<file path="config.mk">
export PLATFORM = sky130hd
export DESIGN_NAME = dia_info_store
export DESIGN_NICKNAME = d
export VERILOG_FILES = /design/src/hw/dia_pkg.sv /design/src/hw/dia_info_store.sv
export SDC_FILE = /design/constraint.sdc
export NUM_CORES = 1
export LEC_CHECK = 0
export ABC_AREA = 1
export BUFFER_PORTS_ARGS = -buffer_cell sky130_fd_sc_hd__buf_2
export CORE_MARGIN = 2
export CORE_UTILIZATION = 43
export CTS_BUF_LIST = sky130_fd_sc_hd__clkbuf_4
export CTS_CLUSTER_DIAMETER = 120
export DETAILED_ROUTE_END_ITERATION = 12
export HOLD_SLACK_MARGIN = 0.08
export PLACE_DENSITY = 0.74
export SLEW_MARGIN = 20
export SYNTH_ARGS = -nofsm -noshare
export SYNTH_HDL_FRONTEND = slang
export SYNTH_SLANG_ARGS = --single-unit
export TNS_END_PERCENT = 100
</file>
<file path="constraint.sdc">
create_clock -name clock -period 1.73 [get_ports clock]
set_input_delay 0.2595 -clock clock [delete_from_list [all_inputs] [get_ports clock]]
set_output_delay 0.2595 -clock clock [all_outputs]
set_load 0.01 [all_outputs]
</file>
<file path="src/hw/dia_pkg.sv">
// package for the device information store: address map, word layout,
// revision fields and wishbone slave constants.
// assumes a byte-addressed program space of 22 bits and 16-bit words.
package dia_pkg;

    // program-space byte addresses of the information area
    localparam logic [21:0] area_first = 22'h3f0000;
    localparam logic [21:0] area_last = 22'h3f003f;
    localparam logic [21:0] fac_serial_first = 22'h3f0000;
    localparam logic [21:0] fac_serial_last = 22'h3f000b;
    localparam logic [21:0] cust_serial_first = 22'h3f0010;
    localparam logic [21:0] cust_serial_last = 22'h3f0023;
    localparam logic [21:0] temp_low_addr = 22'h3f0026;
    localparam logic [21:0] temp_high_addr = 22'h3f002c;
    localparam logic [21:0] conv_ref_first = 22'h3f0030;
    localparam logic [21:0] conv_ref_last = 22'h3f0034;
    localparam logic [21:0] cmp_ref_first = 22'h3f0036;
    localparam logic [21:0] cmp_ref_last = 22'h3f003a;
    localparam logic [21:0] revision_addr = 22'h3ffffc;
    localparam logic [21:0] part_id_addr = 22'h3ffffe;

    // wishbone register bus: word index = byte offset / 4
    localparam logic [7:0] wb_part_id_off = 8'h00;
    localparam logic [7:0] wb_revision_off = 8'h04;
    localparam logic [7:0] wb_prog_addr_off = 8'h08;
    localparam logic [7:0] wb_prog_data_off = 8'h0c;
    localparam logic [21:0] prog_addr_reset = 22'h3f0000;

    // word count of the information area (64 bytes, 32 words)
    localparam int area_words = 32;

    // revision word layout
    localparam logic [3:0] family_pattern = 4'ha;
    localparam int family_msb = 15;
    localparam int family_lsb = 12;
    localparam int major_msb = 11;
    localparam int major_lsb = 6;
    localparam int minor_msb = 5;
    localparam int minor_lsb = 0;

    // fill value for unassigned and unmapped locations
    localparam logic [15:0] unassigned_word = 16'hffff;
    localparam logic [31:0] unmapped_read = 32'h00000000;

    // one wishbone classic request
    typedef struct packed {
        logic cyc;
        logic stb;
        logic we;
        logic [7:0] adr;
        logic [3:0] sel;
        logic [31:0] dat;
    } dia_wb_req_type;

    // answer seen by the master
    typedef struct packed {
        logic ack;
        logic [31:0] dat;
    } dia_wb_rsp_type;

endpackage

</file>
<file path="src/hw/dia_info_store.sv">
// device information store: read-only factory words behind two ports,
// an internal program-space read port and a wishbone classic slave.
// assumes one 20 mhz clock, inputs synchronous to it, and contents
// given as parameters that stand for the factory-programmed values.
//
// Local design decisions: the address map and register access over Wishbone.
`timescale 1ns/10ps
`default_nettype none

// Notes on behaviour
// RL1: revision bits 15 to 12 always read the fixed family pattern 1010.
// RL2: revision bits 11 to 6 carry the six-bit major silicon revision.
// RL3: revision bits 5 to 0 carry the six-bit minor silicon revision.
// RL4: information area spans 3f0000 to 3f003f, fixed and read-only.
// RL5: six factory serial words start the area, forming one value.
// RL6: ten optional customer serial words sit at 3f0010 to 3f0023.
// RL7: word 3f0026 holds the low-range temperature reading at 90 c.
// RL8: word 3f002c holds the high-range temperature reading at 90 c.
// RL9: converter reference 1x, 2x, 4x in mv at 3f0030 onward.
// RL10: comparator reference 1x, 2x, 4x in mv at 3f0036 onward.
// RL11: part identifier word reads at 3ffffe and cannot be changed.
// RL12: revision word reads at 3ffffc and cannot be changed.
// RL13: writes to all these words are ignored; unassigned words read ffff.
module dia_info_store #(
    // arbitrary value, replaced per part at manufacture
    parameter logic [15:0] part_id_value = 16'h1234,
    parameter logic [5:0] major_rev_value = 6'h00,
    parameter logic [5:0] minor_rev_value = 6'h00,
    parameter logic [95:0] fac_serial_value = 96'h0,
    parameter logic [159:0] cust_serial_value = {160{1'b1}},
    parameter logic [15:0] temp_low_value = 16'h0000,
    parameter logic [15:0] temp_high_value = 16'h0000,
    parameter logic [47:0] conv_ref_value = 48'h1000_0800_0400,
    parameter logic [47:0] cmp_ref_value = 48'h1000_0800_0400
) (
    input wire logic clock,
    input wire logic reset_n,
    input wire dia_pkg::dia_wb_req_type wb_req,
    output var dia_pkg::dia_wb_rsp_type wb_rsp,
    input wire logic rd_req,
    input wire logic [21:0] rd_addr,
    input wire logic wr_req,
    output logic rd_valid,
    output logic [15:0] rd_data
);
    import dia_pkg::*;

    ////////////////////////////////////////////////////////////////////////
    // contents

    // the area is held as words; a byte address names its even byte
    typedef logic [15:0] dia_word_type;
    dia_word_type area_rom [area_words];

    // where in program space an address falls; spare covers the gaps
    // inside the area that are left unprogrammed at manufacture
    typedef enum {
        region_fac_serial,
        region_cust_serial,
        region_temp_low,
        region_temp_high,
        region_conv_ref,
        region_cmp_ref,
        region_spare,
        region_part_id,
        region_revision,
        region_outside
    } dia_region_type;

    // which bus register a wishbone offset selects
    typedef enum {
        target_part_id,
        target_revision,
        target_pointer,
        target_data,
        target_none
    } dia_target_type;

    ////////////////////////////////////////////////////////////////////////
    // address arithmetic

    // word slot of a byte address inside the 64-byte area; the upper
    // bits are dropped on purpose, callers check the range first
    function automatic logic [4:0] word_index(input logic [21:0] a);
        return a[5:1];
    endfunction

    // word slot of the k-th word of a region that starts at base
    function automatic logic [4:0] slot(input logic [21:0] base,
                                        input int k);
        return word_index(base) + 5'(k);
    endfunction

    // program-space decode; odd bytes decode as the word holding them,
    // so a byte-wide reader sees both halves of every word
    function automatic dia_region_type region_of(input logic [21:0] a);
        logic [21:0] w;
        dia_region_type r;
        w = {a[21:1], 1'b0};
        r = region_outside;
        if (w >= fac_serial_first && w <= fac_serial_last) begin
            r = region_fac_serial; // see RL5
        end else if (w >= cust_serial_first && w <= cust_serial_last) begin
            r = region_cust_serial; // see RL6
        end else if (w == temp_low_addr) begin
            r = region_temp_low; // see RL7
        end else if (w == temp_high_addr) begin
            r = region_temp_high; // see RL8
        end else if (w >= conv_ref_first && w <= conv_ref_last) begin
            r = region_conv_ref; // see RL9
        end else if (w >= cmp_ref_first && w <= cmp_ref_last) begin
            r = region_cmp_ref; // see RL10
        end else if (w >= area_first && w <= area_last) begin
            r = region_spare; // see RL13
        end else if (w == part_id_addr) begin
            r = region_part_id; // see RL11
        end else if (w == revision_addr) begin
            r = region_revision; // see RL12
        end
        return r;
    endfunction

    ////////////////////////////////////////////////////////////////////////
    // information area image

    // written out word by word so the layout reads like the map; the
    // parameters stand for values set at manufacture, and no port has
    // a path that writes here, which is what keeps the area read-only
    always_comb begin
        // gaps read as erased words
        for (int i = 0; i < area_words; i++) begin
            area_rom[i] = unassigned_word; // see RL13
        end

        // factory serial, lowest word first; all six form one value
        area_rom[slot(fac_serial_first, 0)] =
            fac_serial_value[15:0]; // see RL5
        area_rom[slot(fac_serial_first, 1)] =
            fac_serial_value[31:16]; // see RL5
        area_rom[slot(fac_serial_first, 2)] =
            fac_serial_value[47:32]; // see RL5
        area_rom[slot(fac_serial_first, 3)] =
            fac_serial_value[63:48]; // see RL5
        area_rom[slot(fac_serial_first, 4)] =
            fac_serial_value[79:64]; // see RL5
        area_rom[slot(fac_serial_first, 5)] =
            fac_serial_value[95:80]; // see RL5

        // customer serial; reads erased when the customer gave none
        area_rom[slot(cust_serial_first, 0)] =
            cust_serial_value[15:0]; // see RL6
        area_rom[slot(cust_serial_first, 1)] =
            cust_serial_value[31:16]; // see RL6
        area_rom[slot(cust_serial_first, 2)] =
            cust_serial_value[47:32]; // see RL6
        area_rom[slot(cust_serial_first, 3)] =
            cust_serial_value[63:48]; // see RL6
        area_rom[slot(cust_serial_first, 4)] =
            cust_serial_value[79:64]; // see RL6
        area_rom[slot(cust_serial_first, 5)] =
            cust_serial_value[95:80]; // see RL6
        area_rom[slot(cust_serial_first, 6)] =
            cust_serial_value[111:96]; // see RL6
        area_rom[slot(cust_serial_first, 7)] =
            cust_serial_value[127:112]; // see RL6
        area_rom[slot(cust_serial_first, 8)] =
            cust_serial_value[143:128]; // see RL6
        area_rom[slot(cust_serial_first, 9)] =
            cust_serial_value[159:144]; // see RL6

        // temperature readings; neighbouring slots stay erased
        area_rom[slot(temp_low_addr, 0)] =
            temp_low_value; // see RL7
        area_rom[slot(temp_high_addr, 0)] =
            temp_high_value; // see RL8

        // converter reference in mv: 1x, 2x, 4x
        area_rom[slot(conv_ref_first, 0)] =
            conv_ref_value[15:0]; // see RL9
        area_rom[slot(conv_ref_first, 1)] =
            conv_ref_value[31:16]; // see RL9
        area_rom[slot(conv_ref_first, 2)] =
            conv_ref_value[47:32]; // see RL9

        // comparator reference in mv: 1x, 2x, 4x
        area_rom[slot(cmp_ref_first, 0)] =
            cmp_ref_value[15:0]; // see RL10
        area_rom[slot(cmp_ref_first, 1)] =
            cmp_ref_value[31:16]; // see RL10
        area_rom[slot(cmp_ref_first, 2)] =
            cmp_ref_value[47:32]; // see RL10
    end

    // revision word assembled from fixed pattern and revision fields
    function automatic logic [15:0] revision_word();
        logic [15:0] w;
        w = 16'h0000;
        w[family_msb:family_lsb] = family_pattern; // see RL1
        w[major_msb:major_lsb] = major_rev_value; // see RL2
        w[minor_msb:minor_lsb] = minor_rev_value; // see RL3
        return w;
    endfunction

    // program-space lookup shared by both ports; anything that is not
    // mapped reads as an erased word rather than as zero
    function automatic logic [15:0] lookup(input logic [21:0] a);
        logic [15:0] v;
        v = unassigned_word;
        case (region_of(a))
            region_part_id: begin
                v = part_id_value; // see RL11
            end
            region_revision: begin
                v = revision_word(); // see RL12
            end
            region_outside: begin
                v = unassigned_word; // see RL13
            end
            default: begin
                v = area_rom[word_index(a)]; // see RL4
            end
        endcase
        return v;
    endfunction

    // wishbone register decode; offsets outside the four registers
    // answer with zero rather than an error, so a probe never hangs
    function automatic dia_target_type target_of(input logic [7:0] adr);
        dia_target_type t;
        t = target_none;
        if (adr == wb_part_id_off) begin
            t = target_part_id;
        end else if (adr == wb_revision_off) begin
            t = target_revision;
        end else if (adr == wb_prog_addr_off) begin
            t = target_pointer;
        end else if (adr == wb_prog_data_off) begin
            t = target_data;
        end
        return t;
    endfunction

    ////////////////////////////////////////////////////////////////////////
    // state

    typedef struct packed {
        logic ack;
        logic [31:0] wb_dat;
        logic [21:0] prog_addr;
        logic rd_valid;
        logic [15:0] rd_data;
    } dia_state_type;

    dia_state_type state;
    dia_state_type next_state;
    logic wb_hit;

    // next state: one-cycle read port plus single-wait wishbone slave
    always_comb begin
        next_state = state;
        next_state.ack = 1'b0;
        next_state.rd_valid = 1'b0;
        wb_hit = wb_req.cyc && wb_req.stb && !state.ack;
        // a read with wr_req set is refused and gets no answer: contents never change, see RL13
        if (rd_req && !wr_req) begin
            next_state.rd_valid = 1'b1;
            next_state.rd_data = lookup(rd_addr);
        end
        // every access is acked once, one cycle after it is taken
        if (wb_hit) begin
            next_state.ack = 1'b1;
            case (target_of(wb_req.adr))
                target_part_id: begin
                    // writes drop silently, see RL13
                    next_state.wb_dat = {16'h0000, lookup(part_id_addr)};
                end
                target_revision: begin
                    // writes drop silently, see RL13
                    next_state.wb_dat = {16'h0000, lookup(revision_addr)};
                end
                target_pointer: begin
                    next_state.wb_dat = {10'h000, state.prog_addr};
                    // the address pointer is the only writable register
                    if (wb_req.we) begin
                        if (wb_req.sel[0]) begin
                            next_state.prog_addr[7:0] = wb_req.dat[7:0];
                        end
                        if (wb_req.sel[1]) begin
                            next_state.prog_addr[15:8] = wb_req.dat[15:8];
                        end
                        if (wb_req.sel[2]) begin
                            next_state.prog_addr[21:16] =
                                wb_req.dat[21:16];
                        end
                    end
                end
                target_data: begin
                    // writes drop silently, see RL13
                    next_state.wb_dat = {16'h0000, lookup(state.prog_addr)};
                end
                default: begin
                    next_state.wb_dat = unmapped_read;
                end
            endcase
        end
    end

    // one register stage for everything
    always_ff @(posedge clock or negedge reset_n) begin
        if (!reset_n) begin
            state <= '{ack: 1'b0, wb_dat: 32'h00000000,
                       prog_addr: prog_addr_reset, rd_valid: 1'b0,
                       rd_data: 16'h0000};
        end else begin
            state <= next_state;
        end
    end

    ////////////////////////////////////////////////////////////////////////
    // outputs straight from flip-flops

    assign wb_rsp.ack = state.ack;
    assign wb_rsp.dat = state.wb_dat;
    assign rd_valid = state.rd_valid;
    assign rd_data = state.rd_data;

endmodule
`default_nettype wire

</file>
# Yosys cells after proc, flatten, opt, wreduce, memory -nomap -nowiden
# Memories as Yosys holds them, arrays and structs flattened.
# Cells that the tools add are included.
dict set report word_totals {
  ff_bits 72
  rom_bits 1024
  n_memories 2
  in_bits 73
  output_inout_bits 50
}
# name depth word_bits rd rd_clocked_by_memory_dff wr line
set memory_table {}
lappend memory_table {{(name not given)} 32 16 1 0 0 dia_info_store.sv:220} ;# v = area_rom[word_index(a)];
lappend memory_table {{(name not given)} 32 16 1 0 0 dia_info_store.sv:220}
dict set report classes {
  bitwise 2
  n_reduce_logical 20
  n_eq_ne 20
  n_mux 40
  magnitude_cmp 20
}
# op count
set op_table {}
lappend op_table {{$le 22x22->1 const B} 10}
lappend op_table {{$ge 22x22->1 const B} 8}
lappend op_table {{$eq 21x21->1 const B} 8}
lappend op_table {{$eq 32x4->1 const B} 4}
lappend op_table {{$mux 32} 4}
lappend op_table {{$pmux 16 s3} 2}
lappend op_table {{$pmux 22 s4} 1}
lappend op_table {{$eq 32x2->1 const B} 2}
lappend op_table {{$eq 32x3->1 const B} 2}
lappend op_table {{$mux 16} 4}
lappend op_table {{$mux 4} 16}
lappend op_table {{$mux 55} 1}
lappend op_table {{$mux 22} 2}
lappend op_table {{$eq 32x1->1 const B} 1}
lappend op_table {{$logic_not 32->1} 1}
lappend op_table {{$mux 17} 1}
lappend op_table {{$eq 8x4->1 const B} 2}
lappend op_table {{$mux 8} 2}
lappend op_table {{$logic_and 1x1->1} 13}
lappend op_table {{$ge 6x6->1 const B} 2}
lappend op_table {{$mux 3} 4}
lappend op_table {{$not 5->6} 2}
lappend op_table {{$reduce_and 4->1} 3}
lappend op_table {{$eq 8x3->1 const B} 1}
lappend op_table {{other kinds (4)} 6}

# Logic depth before layout (Yosys ltp)
# Gate-level depths: netlist of the first run.
dict set report depth {
  depth_word 16
  mapped_depth 13
  mapped_depth_nobuf 12
}

# Worst setup path after synthesis of the first run
# OpenSTA, ideal clock, no wires.
dict set report synth_path {
  path_kind {input -> register}
  startpoint {input port wb_req[37] (netlist name)}
  endpoint {register state[21] (netlist name)}
  required_ps 1605
  path_buffers 1
  stages 7
  arrival_time_ps 1770
  slack_ps -165
  path_cell_list {or2_1 > buf_6 > nor4_4 > inv_4 > nor2_8 > nand3_4 > mux2_4}
}
dict set report synth_via {
  elab_chain_len 8
  word_cells_on_any_way 11
  cone_classes {4 x eq/ne; 5 x mux; 2 x reduce/logical}
}
# item line
set synth_lines {}
lappend synth_lines {{start: declaration} dia_info_store.sv:38} ;# input wire dia_pkg::dia_wb_req_type wb_req,
lappend synth_lines {{$eq 8x4->1} dia_info_store.sv:237} ;# end else if (adr == wb_prog_data_off) begin
lappend synth_lines {{$mux 3} dia_info_store.sv:237}
lappend synth_lines {{$mux 3} dia_info_store.sv:235} ;# end else if (adr == wb_prog_addr_off) begin
lappend synth_lines {{$mux 3} dia_info_store.sv:233} ;# end else if (adr == wb_revision_off) begin
lappend synth_lines {{$mux 3 (*)} dia_info_store.sv:231} ;# if (adr == wb_part_id_off) begin
lappend synth_lines {{$mux 32 (*)} dia_info_store.sv:270} ;# if (wb_hit) begin
lappend synth_lines {{$eq 32x2->1 (*)} dia_info_store.sv:272} ;# case (target_of(wb_req.adr))
lappend synth_lines {{$reduce_and 4->1 (no source line) (*)} n/a}
lappend synth_lines {{end signal: assignment} dia_info_store.sv:311} ;# state <= '{ack: 1'b0, wb_dat: 32'h00000000,
lappend synth_lines {{end signal: assignment} dia_info_store.sv:315} ;# state <= next_state;
lappend synth_lines {{end: declaration} dia_info_store.sv:254} ;# dia_state_type state;
# Every way passes the cells marked *; elsewhere a longest branch is shown, timed or not. The select of a mux whose other input is x is not followed.
# A chain may end at the register's enable or synchronous reset.

# Worst setup path in the final report of the first run
dict set report layout_path {
  startpoint {register state[38] (netlist name)}
  endpoint {register state (netlist bit wb_rsp[11])}
}
dict set report layout_via {
  elab_chain_len 15
  word_cells_on_any_way 34
  cone_classes {9 x order compare; 7 x eq/ne; 13 x mux; 5 x reduce/logical}
}
# item line
set layout_lines {}
lappend layout_lines {{branches (longest 9 deep; another with $ge 22x22->1)} n/a}
lappend layout_lines {{$mux 4 (*)} dia_info_store.sv:101} ;# if (w >= fac_serial_first && w <= fac_serial_last) begin
lappend layout_lines {{$mux 32 (*)} dia_info_store.sv:272}
lappend layout_lines {{$mux 32 (*)} dia_info_store.sv:270}
lappend layout_lines {{$eq 32x4->1 / $eq 32x3->1 (equally long branches)} dia_info_store.sv:209} ;# case (region_of(a))
lappend layout_lines {{$pmux 16 s3 (*)} dia_info_store.sv:209}
lappend layout_lines {{$pmux 22 s4 (*)} dia_info_store.sv:272}
# Every way passes the cells marked *. The select of a mux whose other input is x is not followed.

==> results of run 1 <==
[report_power, final]
group	internal (W)	leakage [nW]	switching, W	total, W
combinational	0.0000998	1.42	0.000148	0.000248
sequential	0.00122	0.669	0.00000497	0.00123
clock	0.000319	0.0456	0.000363	0.000682
[metrics by stage]
stage	worst slack, ns	hold slack, ns
after detailed placement	-0.134	0.274
after floorplan	-0.165	-0.0361
after global placement	-0.0913	0.267
final	0.0122	0.111
after global routing	-0.0754	0.0932
after CTS	-0.0236	0.0921
[how the worst max path moves through the flow]
stage	startpoint	endpoint	slack, ns	cells after the start
after global routing	state[38]	wb_rsp[11]	-0.08	12
after global placement	state[37]	wb_rsp[7]	-0.09	11
after detailed placement	state[38]	wb_rsp[6]	-0.13	11
after floorplan	wb_req[37]	state[21]	-0.17	7
after CTS	state[38]	wb_rsp[10]	-0.02	12
final	state[38]	wb_rsp[11]	0.01	12
[cells in the mapped netlist, drive strengths merged]
library cell  count  area share
nor3             10       0.015
a21oi            10       0.015
o211ai            2      0.0044
a22o              5       0.013
conb              1      0.0011
o31ai             1      0.0022
a22oi             1      0.0022
or4               1      0.0022
o21ai            17       0.025
nand3            19       0.039
o311ai            1      0.0026
o41ai             1      0.0026
nand4             8       0.015
ha               10       0.037
nand3b            3      0.0066
nor2             47       0.057
buf              50        0.11
nor4              3      0.0099
dfrtp            46        0.34
clkbuf            7      0.0077
clkinv            1      0.0011
or2               1      0.0018
inv              34       0.038
mux2             22       0.075
a31oi             3      0.0055
dfstp             6       0.046
nand2           114        0.13
[critical path, stage by stage, from the launching register on]
cell and delay, ns:
dfstp_2 0.56, nand4_1 0.13, nor2_2 0.14, nand2_2 0.07
nor3_2 0.12, nand2_1 0.11, nand2_2 0.11, nor2_4 0.05
buf_6 0.12, nand2_2 0.06, nand2_1 0.06, nand2_1 0.07
nand2_1 0.05
[sequential cells by signal, summed over array words and instances, names as in the netlist]
signal	flops
rd_data	6
state	22
rd_valid	1
wb_rsp	23
[routing by layer]
layer	vias up	routed length [microns]	GRT usage	share of wire
li1	1490	-	-	-
met3	10	415	0.0277	0.055
met5	-	0	0	0
met4	0	101	0.0466	0.013
met1	1368	3060	0.206	0.41
met2	96	3930	0.336	0.52
[cell type report]
| cell class | instances | area [sq um] |
|---|---|---|
| clock inverter | 2 | 35.0 |
| fill | 733 | 3650 |
| multi-input combinational | 289 | 1660 |
| clock buffer | 6 | 45.0 |
| timing repair buffer | 127 | 728 |
| inverter | 35 | 134 |
| sequential | 52 | 1310 |
| tap | 102 | 128 |
[kinds of logic (layout without fill, tap and decap cells)]
family / count (synthesis) / after routing / share of synthesized area
multiplexers: 22 / 22 / 0.0751
buffers and inverters: 92 / 170 / 0.159
flip-flops: 52 / 52 / 0.385
AO/OA/AOI/OAI: 41 / 41 / 0.0721
other: 1 / 10 / 0.00110
adder cells (fa/ha/maj): 10 / 10 / 0.0368
AND/OR/NAND/NOR: 206 / 206 / 0.272
[what timing repair did]
action                                  CTS  global route
buffers inserted                          1             1
hold buffers                              1             1
gates resized for setup                   9            26
endpoints found under the setup margin   14            16
hold endpoints to repair                 46             1
cloned                                    0             0
pin swaps                                 4             7
==> impl_metrics.tcl, run 1 <==
set metrics [dict create \
    finish.utilization 0.526 \
    slew_headroom 0.639 \
    maxCapViolCount 0 \
    die_h_microns 92.9 \
    ys_ff_latch 52 \
    tightest_slew_ns 0.537 \
    ir_drop_uv 307 \
    drt_iter0_markers 99 \
    cts_tree "done" \
    yosys_warnings 0 \
    status "complete, no violations" \
    wire_per_inst_microns 12.3 \
    ys_seq_area_frac 0.385 \
    avgViaCountPerCell 4.84 \
    dr_total_vias 2964 \
    final_antenna_net_count 0 \
    hold_path_class "primary input to flop" \
    arrival_ns 2.00 \
    dpl_cell_area_sq_um 3850 \
    boundaryPins 123 \
    power_density_nw_per_um2 534 \
    setup_viol 0 \
    gr-usage-all-layers 0.177 \
    worstHoldEndpoint "state[34]" \
    grt_pass1_vias 2789 \
    routed_wl_mm 7.51 \
    cp-start-kind "flop" \
    nets 593 \
    rsz0062_at_grt "yes" \
    drive_gt1_frac 0.364 \
    min-delay-start "wb_req[17]" \
    clk_pin_slew_ns 0.15 \
    syn_inst 424 \
    grt_pass1_wl_mm 12.4 \
    grt_start_max_net_pins 53 \
    reg2reg_depth 12 \
    grt_antenna_before_repair 0 \
    fin_cells 613 \
    cts-root-buf "clkbuf_4" \
    critPathMaxFanout 3 \
    min_path_cells 2 \
    cts_made_buffers 5 \
    start_util 0.442 \
    fin_total_pwr_w 0.00216 \
    required_ns 2.01 \
    drtPass1Iterations 4 \
    cts_num_sinks 52 \
    syn_area_per_cell_sq_um 8.02 \
    core_area_sq_um 7690 \
    grt_remaining_overflow 0 \
    port_buffers 100 \
    final_cell_mix "nand2_1 (110), buf_2 (100), dfrtp_1 (45)" \
    hold_violations 0 \
    placed_cells 601 \
    reg2reg_from "state[38]" \
    fin_setup_tns_ns 0 \
    place_hpwl_mm 5.93 \
    cts_htree_levels 2 \
    die-area_sq_um 8640 \
    netlist_area_sq_um 3400 \
    cts.path.max_buffers 2 \
    route.detailed.drc 0 \
    period_share 0.993 \
    p_leak_nw 2.14 \
    crit_type "flop to flop" \
    period_needed_ns 1.72 \
    globalplace.congestion 0.908 \
    clock_skew_ns 0.0148 \
    antennaDiodeCount 0 \
    crit_path_end_kind "flop" \
    r2r_slack_ns 0.01 \
    rr_endpoint "wb_rsp[11]" \
    slew_viol_final 0 \
    design_area_sq_um 4040 \
    synthToLayoutAreaGrowth_pct 18.8 \
    ys_types 34 \
    num_rows 32 \
    final_common_cell "nand2_1" \
    fp.dieW_microns 92.9 \
    fmax_mhz 582 \
    clk_latency_ns 0.37 \
]
(Power assumes the default switching activity.)
==> run 2, diff against run 1 <==
--- a/config.mk
+++ b/config.mk
@@ -13,7 +13,7 @@
 export CTS_CLUSTER_DIAMETER = 120
 export DETAILED_ROUTE_END_ITERATION = 12
 export HOLD_SLACK_MARGIN = 0.08
-export PLACE_DENSITY = 0.74
+export PLACE_DENSITY = 0.72
 export SLEW_MARGIN = 20
 export SYNTH_ARGS = -nofsm -noshare
 export SYNTH_HDL_FRONTEND = slang
==> impl_metrics.tcl, run 2 (synthesis results as in run 1) <==
set metrics [dict create \
    cts.path.max_buffers 2 \
    num_rows 32 \
    drive_gt1_frac 0.387 \
    route.detailed.drc 0 \
    status "complete, no violations" \
    min_path_cells 2 \
    min-delay-start "wb_req[15]" \
    multi_input_area_sq_um 1690 \
    cts_tree "done" \
    drtPass1Iterations 4 \
    grtUsageMet1 0.204 \
    design_area_sq_um 4070 \
    reg2reg_from "state[38]" \
    globalplace.congestion 0.881 \
    arrival_ns 2.01 \
    drt_iter0_markers 124 \
    final_common_cell "nand2_1" \
    period_share 0.989 \
    nFillCells 718 \
    cp-start-kind "flop" \
    cts_made_buffers 5 \
    reg2reg_depth 12 \
    core_area_sq_um 7690 \
    cts-root-buf "clkbuf_4" \
    critPathMaxFanout 3 \
    start_util 0.442 \
    fin_cells 614 \
    clk_pin_slew_ns 0.15 \
    tightest_slew_ns 0.492 \
    crit_chain "nand4_1 > nor2_2 > nand2_1 > nor3_2 > nand2_1 > nand2_2 > nor2_4 > buf_6 > nand3_2 > nand3_2 > nand2_1 > nand2_1" \
    die-area_sq_um 8640 \
    grtUsageMet3 0.0252 \
    busiest_layer "met2" \
    antennaDiodeCount 0 \
    cts_htree_levels 2 \
    p_leak_nw 2.15 \
    largest_reg_flops 23 \
    slew_viol_final 0 \
    slowest_delay_ns 0.56 \
    nets 594 \
    crit_path_end_kind "flop" \
    slew_headroom 0.669 \
    gr-usage-all-layers 0.167 \
    hold_violations 0 \
    die_h_microns 92.9 \
    grt_pass1_vias 2678 \
    routed_wl_mm 7.33 \
    power_density_nw_per_um2 535 \
    placed_cells 601 \
    grt_antenna_before_repair 0 \
    synthToLayoutAreaGrowth_pct 19.7 \
    maxCapViolCount 0 \
    hold_path_class "primary input to flop" \
    worst_path_max_delay_cell "dfstp_2" \
    required_ns 2.02 \
    rsz0062_at_grt "yes" \
    grt_start_max_net_pins 34 \
    clock_skew_ns 0.0114 \
    grt_util_met2 0.307 \
    wire_per_inst_microns 11.9 \
    cts_num_sinks 52 \
    crit_top_cell "nand2_1" \
    final_antenna_net_count 0 \
    final_cell_mix "nand2_1 (106), buf_2 (100), dfrtp_1 (44)" \
    critPathTopFamily "simple AND/OR/NAND/NOR gates" \
    period_needed_ns 1.71 \
    ir_drop_uv 242 \
    rr_endpoint "wb_rsp[10]" \
    grt_remaining_overflow 0 \
    r2r_slack_ns 0.02 \
    fin_setup_tns_ns 0 \
    area.sequential_sq_um 1310 \
    dpl_cell_area_sq_um 3850 \
    port_buffers 100 \
    dr_total_vias 2943 \
    cp.buffers_inverters 1 \
    fp.dieW_microns 92.9 \
    avgViaCountPerCell 4.79 \
    clk_latency_ns 0.38 \
    place_hpwl_mm 5.78 \
    worstHoldEndpoint "state[32]" \
    fmax_mhz 585 \
    crit_type "flop to flop" \
    setup_viol 0 \
    grt_pass1_wl_mm 11.7 \
    boundaryPins 123 \
]
==> run 2: cell type report <==
| cell class | instances | area share |
|---|---|---|
| Clock buffer | 6 | 0.0111 |
| Clock inverter | 2 | 0.00860 |
| Inverter | 35 | 0.0329 |
| Multi-Input combinational cell | 289 | 0.415 |
| Sequential cell | 52 | 0.322 |
| Tap cell | 102 | 0.0313 |
| Timing Repair Buffer | 128 | 0.179 |
==> run 2: how the worst max path moves through the flow <==
stage / from / to / cells past startpoint
2_1_floorplan: wb_req[37] / state[21] / 7
3_3_place_gp: state[38] / wb_rsp[7] / 11
3_5_place_dp: state[38] / wb_rsp[0] / 11
4_1_cts: state[38] / wb_rsp[10] / 12
5_1_grt: state[38] / wb_rsp[10] / 12
6_report: state[38] / wb_rsp[10] / 12
==> run 2: through the flow <==
step | util | worst slack [ns] | hold slack [ns] | power [W]
after floorplan | - | -0.165 | -0.0361 | 0.00137
after global placement | 0.501 | -0.100 | 0.232 | 0.00149
after detailed placement | 0.501 | -0.125 | 0.236 | 0.00149
after CTS | 0.517 | -0.0213 | 0.101 | 0.00218
after global routing | 0.530 | -0.0733 | 0.0884 | 0.00227
final | 0.530 | 0.0196 | 0.0953 | 0.00218
==> run 2: repair_timing <==
item	CTS	global route
hold buffers	1	0
pin swaps	4	3
setup endpoints to repair	15	16
gates resized for setup	15	29
endpoints found under the hold margin	19	0
setup buffers	1	3
==> run 2: power by group <==
group	leakage (nW)	total, W	switching (W)	internal, W
clock	0.0456	0.000704	0.000384	0.000319
sequential	0.668	0.00123	0.00000470	0.00122
combinational	1.43	0.000246	0.000147	0.0000985
==> run 2: per-layer routing <==
layer  routed length [microns]  vias to the layer above
li1                          -                     1494
met1                      3100                     1350
met2                      3760                       91
met3                       390                        8
met4                        84                        0
met5                         0                        -
==> run 3, diff against run 2 <==
--- a/config.mk
+++ b/config.mk
@@ -14,6 +14,7 @@
 export DETAILED_ROUTE_END_ITERATION = 12
 export HOLD_SLACK_MARGIN = 0.08
 export PLACE_DENSITY = 0.72
+export RECOVER_POWER = 50
 export SLEW_MARGIN = 20
 export SYNTH_ARGS = -nofsm -noshare
 export SYNTH_HDL_FRONTEND = slang
==> impl_metrics.tcl, run 3 (synthesis results as in run 1) <==
set metrics [dict create \
    period_needed_ns 1.71 \
    placed_cells 601 \
    die_h_microns 92.9 \
    cts_num_sinks 52 \
    slew_headroom 0.297 \
    slew_viol_final 0 \
    fmax_mhz 585 \
    clockPowerShare 0.323 \
    worst_path_max_delay_cell "dfstp_2" \
    slowest_delay_ns 0.56 \
    route.detailed.drc 0 \
    num_rows 32 \
    synthToLayoutAreaGrowth_pct 18.9 \
    port_buffers 100 \
    gr-usage-all-layers 0.167 \
    largest_reg_flops 23 \
    crit_top_cell "nand2_1" \
    power_density_nw_per_um2 537 \
    p_leak_nw 2.10 \
    boundaryPins 123 \
    intPower_w 0.00164 \
    cts_tree "done" \
    period_share 0.989 \
    drt_iter0_markers 124 \
    fp.dieW_microns 92.9 \
    drtPass1Iterations 4 \
    comb_power_share 0.111 \
    cts-root-buf "clkbuf_4" \
    final_cell_mix "nand2_1 (106), buf_2 (88), dfrtp_1 (44)" \
    p_switching_w 0.000535 \
    nets 594 \
    dr_total_vias 2950 \
    start_util 0.442 \
    status "complete, no violations" \
    place_hpwl_mm 5.78 \
    grt_pass1_vias 2678 \
    crit_chain "nand4_1 > nor2_2 > nand2_1 > nor3_2 > nand2_1 > nand2_2 > nor2_4 > buf_6 > nand3_2 > nand3_2 > nand2_1 > nand2_1" \
    antennaDiodeCount 0 \
    cts_made_buffers 5 \
    required_ns 2.03 \
    maxCapViolCount 0 \
    finish.utilization 0.526 \
    switching_share 0.246 \
    rsz0062_at_grt "yes" \
    hold_slack_ns 0.0951 \
    clk_pin_slew_ns 0.15 \
    crit_type "flop to flop" \
    pwr-share-seq 0.566 \
    fin_total_pwr_w 0.00217 \
    crit_path_end_kind "flop" \
    cts.path.max_buffers 2 \
    wire_per_inst_microns 12.0 \
    setup_viol 0 \
    grt_pass1_wl_mm 11.7 \
    core_area_sq_um 7690 \
    tightest_slew_ns 1.05 \
    cp-start-kind "flop" \
    routed_wl_mm 7.34 \
    globalplace.congestion 0.881 \
    grt_start_max_net_pins 34 \
    fin_cells 614 \
    final_antenna_net_count 0 \
    ir_drop_uv 242 \
    hold_path_class "primary input to flop" \
    grt_antenna_before_repair 0 \
    critPathMaxFanout 3 \
    avgViaCountPerCell 4.80 \
    final_common_cell "nand2_1" \
    clock_skew_ns 0.0115 \
    nFillCells 726 \
    die-area_sq_um 8640 \
    arrival_ns 2.01 \
    cts_htree_levels 2 \
    grt_remaining_overflow 0 \
    hold_violations 0 \
    clk_latency_ns 0.38 \
    drive_gt1_frac 0.361 \
]
## run 3: changes by cell type in the layout (fill, tap and decap cells not counted), sizes merged
| cell | change |
|---|---|
| buf | -13 |
| clkbuf | +13 |
## run 3: through the flow
| step | instance area [sq um] | TNS (ns) | worst slack, ns |
|---|---|---|---|
| 2_1_floorplan | 3450 | -2.95 | -0.165 |
| 3_3_place_gp | 3850 | -1.46 | -0.100 |
| 3_5_place_dp | 3850 | -2.13 | -0.125 |
| 4_1_cts | 3980 | -0.0315 | -0.0213 |
| 5_1_grt | 4040 | -0.420 | -0.0733 |
| 6_report | 4040 | 0 | 0.0195 |
## run 3: worst paths after layout
kind	slack, ns	depth (start not counted)	end	from
setup / recovery	0.02	12	wb_rsp[10]	state[38]
hold / removal	0.1	2	state[32]	wb_req[15]
setup reg to reg	0.02	12	wb_rsp[10]	state[38]
hold reg to reg	0.49	2	wb_rsp[11]	wb_rsp[11]
max in group asynchronous	0.26	3	state[36]	reset_n
min in group asynchronous	0.57	2	wb_rsp[12]	reset_n
## run 3: power by group through the flow
stage | registers [W] | clock network (W) | logic (W)
2_1_floorplan | 0.00125 | 0 | 0.000118
3_3_place_gp | 0.00125 | 0 | 0.000238
3_5_place_dp | 0.00125 | 0 | 0.000243
4_1_cts | 0.00123 | 0.000710 | 0.000246
5_1_grt | 0.00123 | 0.000762 | 0.000274
6_report | 0.00123 | 0.000702 | 0.000241
## run 3: layer usage
metal  part of all wire  wire length, microns  vias to the layer above  global-route usage
met4              0.011                    84                        0              0.0392
met3              0.054                   398                        8              0.0252
met5                  0                     0                        -                   0
met1               0.42                  3090                     1357               0.204
met2               0.51                  3760                       92               0.307
li1                   -                     -                     1493                   -
## run 3: layout make-up
cell class                 instances  area, sq um  share of cell area
clock inverter                     2         35.0             0.00866
tap                              102          128              0.0316
clock buffer                       6         45.0              0.0111
multi-input combinational        289         1690               0.418
inverter                          35          134              0.0331
timing repair buffer             128          702               0.174
sequential                        52         1310               0.324
## run 3: worst max-delay path, delay by kind of cell (launching register included)
family,cells,cell delay [ns]
simple gates,11,0.96
flops,1,0.56
buf+inv,1,0.12
## run 3: what timing repair did
item,4_1_cts,5_1_grt
pin swaps,4,3
endpoints found under the setup margin,15,16
setup buffers,1,3
endpoints found under the hold margin,19,0
hold buffers,1,0
gates resized for setup,15,29
